### config.mk
export PLATFORM = sky130hd
export DESIGN_NAME = pil_intc
export DESIGN_NICKNAME = d
export VERILOG_FILES = /design/src/common/pil_pkg.sv /design/src/core/pil_edge_det.sv /design/src/core/pil_prio_sel.sv /design/src/core/pil_intc.sv
export SDC_FILE = /design/constraint.sdc
export NUM_CORES = 1
export LEC_CHECK = 0
export BUFFER_PORTS_ARGS = -buffer_cell sky130_fd_sc_hd__buf_2
export CAP_MARGIN = 25
export CORE_MARGIN = 2
export CORE_UTILIZATION = 50
export DETAILED_ROUTE_END_ITERATION = 10
export PLACE_DENSITY_LB_ADDON = 0.3
export RECOVER_POWER = 100
export SLEW_MARGIN = 20
export SYNTH_ARGS = -nofsm -noshare
export SYNTH_HDL_FRONTEND = slang
export SYNTH_SLANG_ARGS = --single-unit
### constraint.sdc
create_clock -name sys_clk_in -period 4.6 [get_ports sys_clk_in]
set_input_delay 0.23 -clock sys_clk_in [delete_from_list [all_inputs] [get_ports sys_clk_in]]
set_output_delay 0.23 -clock sys_clk_in [all_outputs]
set_load 0.005 [all_outputs]
### src/common/pil_pkg.sv
/*
  pil_pkg: shared constants and types for the priority interrupt logic.
  assumes a core-side port bus with 8-bit addresses and 16-bit data.
*/
package pil_pkg;

  // level count and widths
  localparam int unsigned LEVELS       = 8;
  localparam int unsigned LEVEL_W      = 3;
  localparam int unsigned PORT_ADDR_W  = 8;
  localparam int unsigned PORT_DATA_W  = 16;
  localparam int unsigned DEPTH_W      = 4;
  localparam int unsigned PORT_F_W     = 8;

  // port addresses
  localparam logic [7:0] ADDR_GEN_CTRL = 8'h38;  // holds the level mask in its low byte
  localparam logic [7:0] ADDR_PENDING  = 8'h39;

  // field positions inside the general control word
  localparam int unsigned MASK_LSB     = 0;
  localparam int unsigned CTRL_HI_LSB  = 8;

  // status register position of the global enable
  localparam int unsigned STAT_GIE_BIT = 4;

  // pending flag bit positions
  localparam int unsigned BIT_DAC      = 0;
  localparam int unsigned BIT_TIMER1   = 1;
  localparam int unsigned BIT_TIMER2   = 2;
  localparam int unsigned BIT_D2_RISE  = 3;
  localparam int unsigned BIT_D3_FALL  = 4;
  localparam int unsigned BIT_PF_FALL  = 5;
  localparam int unsigned BIT_D4_RISE  = 6;
  localparam int unsigned BIT_D5_FALL  = 7;

  // reset values
  localparam logic [7:0]  MASK_RESET    = 8'h00;
  localparam logic [7:0]  CTRL_HI_RESET = 8'h00;
  localparam logic        GIE_RESET     = 1'b0;
  localparam logic [3:0]  DEPTH_RESET   = 4'h0;
  localparam logic [15:0] RDATA_RESET   = 16'h0000;

  // one port access from the core sequencer
  typedef struct packed {
    logic [7:0]  addr;
    logic        wr;
    logic        rd;
    logic [15:0] wdata;
  } pil_port_req_t;

  // one-cycle event pulses from the peripherals
  typedef struct packed {
    logic dac_timer_underflow_source;
    logic first_timer_underflow_source;
    logic second_timer_underflow_source;
    logic level_six_request;   // comparator event for level six
    logic level_seven_request; // comparator event for level seven
  } pil_events_t;

endpackage

### src/core/pil_edge_det.sv
/*
  pil_edge_det: per-bit edge detector producing one-cycle pulses.
  assumes inputs already synchronous to sys_clk_in.
*/
`timescale 1ns/100ps
module pil_edge_det #(
  parameter int unsigned WIDTH  = 1,
  parameter bit          RISING = 1'b1
) (
  input  wire logic             sys_clk_in,
  input  wire logic             rst_in,
  input  wire logic [WIDTH-1:0] level_in,
  output logic      [WIDTH-1:0] pulse_out
);

  logic [WIDTH-1:0] prev;
  logic [WIDTH-1:0] next_prev;

  // history resets to the no-edge value so reset release never fakes an edge
  always_comb begin
    next_prev = level_in;
  end

  always_ff @(posedge sys_clk_in or posedge rst_in) begin
    if (rst_in) begin
      prev <= RISING ? '1 : '0;
    end else begin
      prev <= next_prev;
    end
  end

  // combinational pulse, one cycle per edge
  assign pulse_out = RISING ? (level_in & ~prev) : (~level_in & prev);

endmodule

### src/core/pil_prio_sel.sv
/*
  pil_prio_sel: fixed-priority selector, bit 0 highest.
  assumes the candidate vector is already masked and enabled.
*/
`timescale 1ns/100ps
module pil_prio_sel #(
  parameter int unsigned LEVELS  = 8,
  parameter int unsigned LEVEL_W = 3
) (
  input  wire logic [LEVELS-1:0]  cand_in,
  output logic                    any_out,
  output logic [LEVEL_W-1:0]      level_out,
  output logic [LEVELS-1:0]       onehot_out
);

  // scan from lowest priority up so the highest one wins last
  always_comb begin
    level_out  = '0;
    onehot_out = '0;
    for (int i = LEVELS - 1; i >= 0; i--) begin
      if (cand_in[i]) begin
        level_out  = LEVEL_W'(i);
        onehot_out = LEVELS'(1) << i;
      end
    end
    any_out = |cand_in;
  end

endmodule

### src/core/pil_intc.sv
/*
  pil_intc: eight-level prioritised interrupt logic of the processor core.
  assumes the core sequencer gives one-cycle instruction strobes, a port bus
  synchronous to sys_clk_in, and holds the vector table and return stack.
  the core must hold service_take_in for one cycle only and must reach the
  vector through vector_level_out, which stands until the next take.
  peripheral pins and events are expected synchronous to the same clock.
*/
`timescale 1ns/100ps
module pil_intc (
  input  wire logic                       sys_clk_in,
  input  wire logic                       rst_in,
  // core sequencer
  input  wire logic                       global_irq_on_instr_in,
  input  wire logic                       global_irq_off_instr_in,
  input  wire logic                       return_from_service_instr_in,
  input  wire logic                       service_take_in,
  output logic                            service_req_out,
  output logic [pil_pkg::LEVEL_W-1:0]     service_level_out,
  output logic [pil_pkg::LEVEL_W-1:0]     vector_level_out,
  output logic                            stat_gie_out,
  output logic                            in_service_out,
  // port bus
  input  wire pil_pkg::pil_port_req_t     port_req_in,
  output logic [pil_pkg::PORT_DATA_W-1:0] port_rdata_out,
  // peripheral trigger sources
  input  wire logic                       port_d5_in,
  input  wire logic                       port_d4_in,
  input  wire logic                       port_d3_in,
  input  wire logic                       port_d2_in,
  input  wire logic [pil_pkg::PORT_F_W-1:0] port_f_in,
  input  wire pil_pkg::pil_events_t       events_in,
  input  wire logic                       comparator_enable_in,
  // upper control byte for timers and other peripherals
  output logic [7:0]                      gen_ctrl_hi_out
);
  import pil_pkg::*;

  // registered state and their next values
  logic [LEVELS-1:0]      pending_flag_register;
  logic [LEVELS-1:0]      next_pending_flag_register;
  logic [LEVELS-1:0]      level_mask_register;
  logic [LEVELS-1:0]      next_level_mask_register;
  logic [7:0]             ctrl_hi;
  logic [7:0]             next_ctrl_hi;
  logic                   gie;
  logic                   next_gie;
  logic [DEPTH_W-1:0]     depth;
  logic [DEPTH_W-1:0]     next_depth;
  logic [LEVEL_W-1:0]     vec_level;
  logic [LEVEL_W-1:0]     next_vec_level;
  logic [PORT_DATA_W-1:0] rdata;
  logic [PORT_DATA_W-1:0] next_rdata;

  // combinational helpers
  logic [LEVELS-1:0]      trig;
  logic [LEVELS-1:0]      cand;
  logic [LEVELS-1:0]      sel_onehot;
  logic [LEVEL_W-1:0]     sel_level;
  logic                   sel_any;
  logic                   take;
  logic                   wr_flags;
  logic                   wr_ctrl;
  logic                   port_d5_fall;
  logic                   port_d4_rise;
  logic                   port_d3_fall;
  logic                   port_d2_rise;
  logic [PORT_F_W-1:0]    port_f_fall;
  logic [15:0]            stat_word;

  // port edge detectors
  // pins arrive already synchronous, so one history flop per pin is enough;
  // an asynchronous pin would need a two-stage synchroniser in front
  // each detector gives a one-cycle pulse, which the flag logic latches
  // reset history is chosen so that no edge shows right after release
  pil_edge_det #(.WIDTH(1), .RISING(1'b0)) u_d5 (
    .sys_clk_in (sys_clk_in),
    .rst_in     (rst_in),
    .level_in   (port_d5_in),
    .pulse_out  (port_d5_fall)
  );

  pil_edge_det #(.WIDTH(1), .RISING(1'b1)) u_d4 (
    .sys_clk_in (sys_clk_in),
    .rst_in     (rst_in),
    .level_in   (port_d4_in),
    .pulse_out  (port_d4_rise)
  );

  pil_edge_det #(.WIDTH(1), .RISING(1'b0)) u_d3 (
    .sys_clk_in (sys_clk_in),
    .rst_in     (rst_in),
    .level_in   (port_d3_in),
    .pulse_out  (port_d3_fall)
  );

  pil_edge_det #(.WIDTH(1), .RISING(1'b1)) u_d2 (
    .sys_clk_in (sys_clk_in),
    .rst_in     (rst_in),
    .level_in   (port_d2_in),
    .pulse_out  (port_d2_rise)
  );

  pil_edge_det #(.WIDTH(PORT_F_W), .RISING(1'b0)) u_pf (
    .sys_clk_in (sys_clk_in),
    .rst_in     (rst_in),
    .level_in   (port_f_in),
    .pulse_out  (port_f_fall)
  );

  // map each source onto its flag bit
  // port F is eight pins folded into one level: any falling pin sets it
  // timer and comparator events come in as ready-made one-cycle pulses
  always_comb begin
    trig                = '0;
    trig[BIT_DAC]       = events_in.dac_timer_underflow_source;
    trig[BIT_TIMER1]    = events_in.first_timer_underflow_source;
    trig[BIT_TIMER2]    = events_in.second_timer_underflow_source;
    trig[BIT_D2_RISE]   = port_d2_rise;
    trig[BIT_D3_FALL]   = port_d3_fall;
    trig[BIT_PF_FALL]   = |port_f_fall;
    // comparator takes over the two lowest levels when enabled
    trig[BIT_D4_RISE]   = comparator_enable_in ? events_in.level_six_request
                                               : port_d4_rise;
    trig[BIT_D5_FALL]   = comparator_enable_in ? events_in.level_seven_request
                                               : port_d5_fall;
  end

  // candidates: pending and unmasked; mask never gates capture
  // the selector is pure logic, so all eight levels are judged in the
  // same cycle and a change of mask shows in the request at once
  assign cand = pending_flag_register & level_mask_register;

  pil_prio_sel #(.LEVELS(LEVELS), .LEVEL_W(LEVEL_W)) u_sel (
    .cand_in    (cand),
    .any_out    (sel_any),
    .level_out  (sel_level),
    .onehot_out (sel_onehot)
  );

  // request is a level, so a pending level left over after a return or
  // a re-enable is served next without waiting for a fresh edge
  assign service_req_out   = gie & sel_any;
  assign service_level_out = sel_level;
  // a take without a live request is ignored: nothing cleared, no vector
  // the core may raise its take late; the request must still stand then
  assign take              = service_take_in & service_req_out;

  // only writes have side effects; reads of either register are harmless
  // and the rd strobe is used solely for the read data register
  assign wr_flags = port_req_in.wr & (port_req_in.addr == ADDR_PENDING);
  assign wr_ctrl  = port_req_in.wr & (port_req_in.addr == ADDR_GEN_CTRL);

  // pending flags: port write, branch clear, then triggers win over both
  // a trigger landing on a write or a branch clear is never lost, at the
  // price that software cannot clear a flag whose event fires that cycle
  // a write replaces all eight bits, so software must read-modify-write
  // a write beats the branch clear, so software keeps the last word
  always_comb begin
    next_pending_flag_register = pending_flag_register;
    if (wr_flags) begin
      next_pending_flag_register = port_req_in.wdata[LEVELS-1:0];
    end else if (take) begin
      next_pending_flag_register = pending_flag_register & ~sel_onehot;
    end
    next_pending_flag_register = next_pending_flag_register | trig;
  end

  // no reset on purpose: the flags survive a reset while powered
  // in simulation they start unknown; boot code should write them first
  // keeping them lets an event that came with the reset be served after it
  always_ff @(posedge sys_clk_in) begin
    pending_flag_register <= next_pending_flag_register;
  end

  // control word: mask in the low byte, general control above it
  // the upper byte is stored and exported untouched for the timer and
  // clock-source selects; this block only returns it on a port read
  // mask bits and upper byte are written together by one port write
  always_comb begin
    next_level_mask_register = level_mask_register;
    next_ctrl_hi             = ctrl_hi;
    if (wr_ctrl) begin
      next_level_mask_register = port_req_in.wdata[MASK_LSB +: LEVELS];
      next_ctrl_hi             = port_req_in.wdata[CTRL_HI_LSB +: 8];
    end
  end

  always_ff @(posedge sys_clk_in or posedge rst_in) begin
    if (rst_in) begin
      level_mask_register <= MASK_RESET;
      ctrl_hi             <= CTRL_HI_RESET;
    end else begin
      level_mask_register <= next_level_mask_register;
      ctrl_hi             <= next_ctrl_hi;
    end
  end

  // global enable; a branch clears it even against a same-cycle enable
  // an off instruction beats an on instruction in the same cycle
  // the branch clear is what keeps a second request from being taken
  // before the routine has had a chance to save its context
  always_comb begin
    next_gie = gie;
    if (global_irq_on_instr_in) begin
      next_gie = 1'b1;
    end
    if (global_irq_off_instr_in) begin
      next_gie = 1'b0;
    end
    if (take) begin
      next_gie = 1'b0;
    end
  end

  // service nesting depth and captured vector level
  // depth saturates at fifteen; deeper nesting is not tracked, so
  // in_service_out can drop early if software nests beyond that
  // a take and a return in one cycle cancel and leave the depth alone
  always_comb begin
    next_depth     = depth;
    next_vec_level = vec_level;
    if (take) begin
      next_vec_level = sel_level;
    end
    // the core stack restores the program; depth only tracks it
    if (take && !return_from_service_instr_in) begin
      if (depth != '1) begin
        next_depth = depth + DEPTH_W'(1);
      end
    end else if (!take && return_from_service_instr_in) begin
      if (depth != '0) begin
        next_depth = depth - DEPTH_W'(1);
      end
    end
  end

  // read data registered one cycle after the read strobe
  // read data holds between reads so the core may sample it late
  // unmapped addresses read as zero rather than keeping stale data
  always_comb begin
    next_rdata = rdata;
    if (port_req_in.rd) begin
      unique case (port_req_in.addr)
        ADDR_GEN_CTRL: next_rdata = {ctrl_hi, level_mask_register};
        ADDR_PENDING:  next_rdata = {8'h00, pending_flag_register};
        default:       next_rdata = RDATA_RESET;
      endcase
    end
  end

  // one register bank for enable, depth, vector and read data
  always_ff @(posedge sys_clk_in or posedge rst_in) begin
    if (rst_in) begin
      gie       <= GIE_RESET;
      depth     <= DEPTH_RESET;
      vec_level <= '0;
      rdata     <= RDATA_RESET;
    end else begin
      gie       <= next_gie;
      depth     <= next_depth;
      vec_level <= next_vec_level;
      rdata     <= next_rdata;
    end
  end

  // status word view: only the enable bit belongs to this block, the
  // arithmetic flags around it live in the core and read as zero here
  // keeping the bit position in one constant avoids a second copy of it
  always_comb begin
    stat_word               = '0;
    stat_word[STAT_GIE_BIT] = gie;
  end

  // outputs
  // the core muxes its own flags around bit four when it reads status
  assign stat_gie_out     = stat_word[STAT_GIE_BIT];
  assign in_service_out   = (depth != '0);
  assign vector_level_out = vec_level;
  assign port_rdata_out   = rdata;
  assign gen_ctrl_hi_out  = ctrl_hi;

endmodule

==> results.cfg <==
[cts]
clk_pin_slew_ns = 0.07
cts_made_buffers = 9
h-tree-depth = 3
clock-sinks = 60
clk_latency_ns = 0.34
cts_root_buffer = clkbuf_8
clock_path_buffers = 2
cts_tree = done

[floorplan]
fp.dieArea_sq_um = 6110
die_x_um = 78.2
die_h_um = 78.2
floorplan.initialDensity_pct = 50.9
fp-row-count = 27
io_pins = 83
core-area_sq_um = 5410

[critical_path]
path_class = register to register
ff2ff_setup_slack_ns = 1.98
cp_max_fo = 7
reg2reg_to = depth[3]
worst-endpoint-required_ns = 4.85
critical_path_arrival_ns = 2.87
r2r_start = level_mask_register[4]
cp-start-kind = register
critPathCaptureType = register
r2r_cells = 8

[sta]
finalWorstSetupSlack_ns = 1.98
fin_skew_ns = 0.00664
fin_tns_setup_ns = 0
finalHoldViolCount = 0
finalCritPeriodShare_pct = 56.9
slew_headroom_pct = 7.81
worst_slew_pin_slew_ns = 1.38
holdWs_ns = 0.0143
fmax_mhz = 382
slew_viol_final = 0
finalCriticalPeriod_ns = 2.62
setup_viol = 0
rsz0062_at_grt = false

[layout]
drive_gt1_share_pct = 29.1
mostFrequentLayoutCells = buf_2 (59), dfrtp_1 (50), clkbuf_1 (24)
utilization_pct = 63.3
final_area_sq_um = 3420
nets = 375
area_growth_pct = 24.4
antenna_cells = 0
final_common_cell = buf_2
final.fill_count = 468

[route]
ant_nets = 0
wl_per_cell_um = 15.2
wl_met2_mm = 2.91
totalWireLength_mm = 6.06
drt-initial-drc-count = 91
m1WireLength_mm = 2.72
vias = 2173
dr_wl_met3_um = 296
route.detailed.drc = 0
routed.top_layer = met4
via_per_inst = 5.45
drt_pass1_iterations = 4

[global_route]
grt_max_degree = 28
grt_pass1_vias = 2165
grtUsageTotal_pct = 21.6
antenna_found_initial = 0
grt_pass1_wl_mm = 10.2
grt_overflow = 0

[power_and_ir_drop]
irDropWorstVdd_v = 0.000228
p_leak_nw = 1.64
p_per_area_nw_per_um2 = 366

[flow_run]
maxCapViolCount = 0

[min_path]
holdCritStartpoint = port_f_in[2]
holdPathEnd = u_pf.prev[2]
hold_path.class = input pin to register
hold_path_depth = 1

[yosys]
yosysSeqAreaShare_pct = 53.2
synth-edff-count = 0
avgSynthCellArea_sq_um = 12.2
synth_warnings = 0
ys.flop_type = dfrtp_1
async_flop_share_pct = 86.7
syn_area_sq_um = 2750
yosys.area_share.simple_pct = 10.7
synth_compound_area_share_pct = 22.1
ys_ff_latch = 60
synth-xor-area-share_pct = 0.318
muxShareOfSynthArea_pct = 9.05
synthesis.instances = 226
synth_fp_nets = 279
synthAdderAreaFrac_pct = 1.64
synth_top_family_by_area = compound AO/OA/AOI/OAI gates
synth.distinct_cells = 59

[placement]
pre_cts_slack_ns = 2.32
place.gp.congestion = 0.741
place_area_sq_um = 3240
io_buffers = 82
detailed_place_hpwl_mm = 4.47

[run_status]
status = completed
cell usage after synthesis (3+ instances only):
master	number	area [sq um]
nor3_1	5	25.0
mux2i_1	8	80.1
a22o_1	11	96.3
nand4_1	3	18.8
nor3b_1	3	22.5
dfxtp_1	8	160
mux2_2	15	169
dfrtp_1	50	1250
buf_2	4	20.0
nand2_1	16	60.1
inv_1	13	48.8
nor2_1	3	11.3
nor2b_1	5	31.3
and2_1	3	18.8
a21oi_1	8	40.0
o2bb2ai_1	9	78.8
o21ai_0	5	25.0
a22oi_4	3	63.8
layer usage:
metal  track usage (%)  up-vias
met5                 0        -
met4              7.72        0
met3              5.75       14
met2              35.5       63
met1              27.6     1042
li1                  -     1054
critical path: stages, from the launching register on:
cell      delay, ns
dfrtp_1        0.41
a22oi_1        0.45
a41oi_1        0.38
inv_1          0.24
ha_1           0.30
a21oi_1        0.15
nand2_1        0.10
or3_1          0.31
a211oi_1       0.19
worst max path at each step:
stage                      startpoint                endpoint  slack, ns  cells after the start
5_1_grt                        rst_in  level_mask_register[2]       1.57                      4
2_1_floorplan  level_mask_register[6]                depth[3]       2.49                      8
3_5_place_dp   level_mask_register[2]                depth[3]       2.32                      8
4_1_cts        level_mask_register[6]                depth[3]       2.31                      8
3_3_place_gp   level_mask_register[6]                depth[3]       2.39                      8
6_report       level_mask_register[4]                depth[3]       1.98                      8
sequential cells by signal (all words and copies together) (netlist names):
register / flops
u_d3.prev: 1
pending_flag_register: 8
u_d2.prev: 1
stat_gie_out: 1
depth: 4
port_rdata_out: 16
level_mask_register: 8
u_d5.prev: 1
vector_level_out: 3
u_pf.prev: 8
u_d4.prev: 1
gen_ctrl_hi_out: 8
timing repair:
| item | in CTS | in global routing |
|---|---|---|
| gates resized for setup | 0 | 0 |
| buffers inserted | 0 | 0 |
| hold endpoints to repair | 27 | 4 |
| hold buffers | 4 | 4 |
cells by family after synthesis:
logic type               Yosys count
multiplexers                      23
AND/OR/NAND/NOR                   52
XOR/XNOR                           1
AO/OA/AOI/OAI                     67
adder cells (fa/ha/maj)            3
buffers and inverters             20
flip-flops                        60
stage by stage:
step                total power (W)  cells
floorplan                  0.000736    226
global placement           0.000795    374
global route                0.00132    399
detailed placement         0.000806    375
CTS                         0.00128    395
finish                      0.00125    399
cell type report:
class                   instances  area [sq um]  area share (%)
well taps                      72          90.1            2.63
repair buffers                 91           465            13.6
clock inverters                 7          76.3            2.23
flip-flops and latches         60          1460            42.8
inverters                      14          52.6            1.54
clock buffers                   9           124            3.62
multi-input cells             146          1150            33.6
where the power goes:
group	total, W	switching [W]	internal (W)	leakage (nW)
logic	0.000188	0.0000947	0.0000938	0.810
registers	0.000598	0.0000369	0.000561	0.739
clock network	0.000466	0.000214	0.000252	0.0958
total	0.00125	0.000345	0.000907	1.64
(Power assumes the default switching activity.)
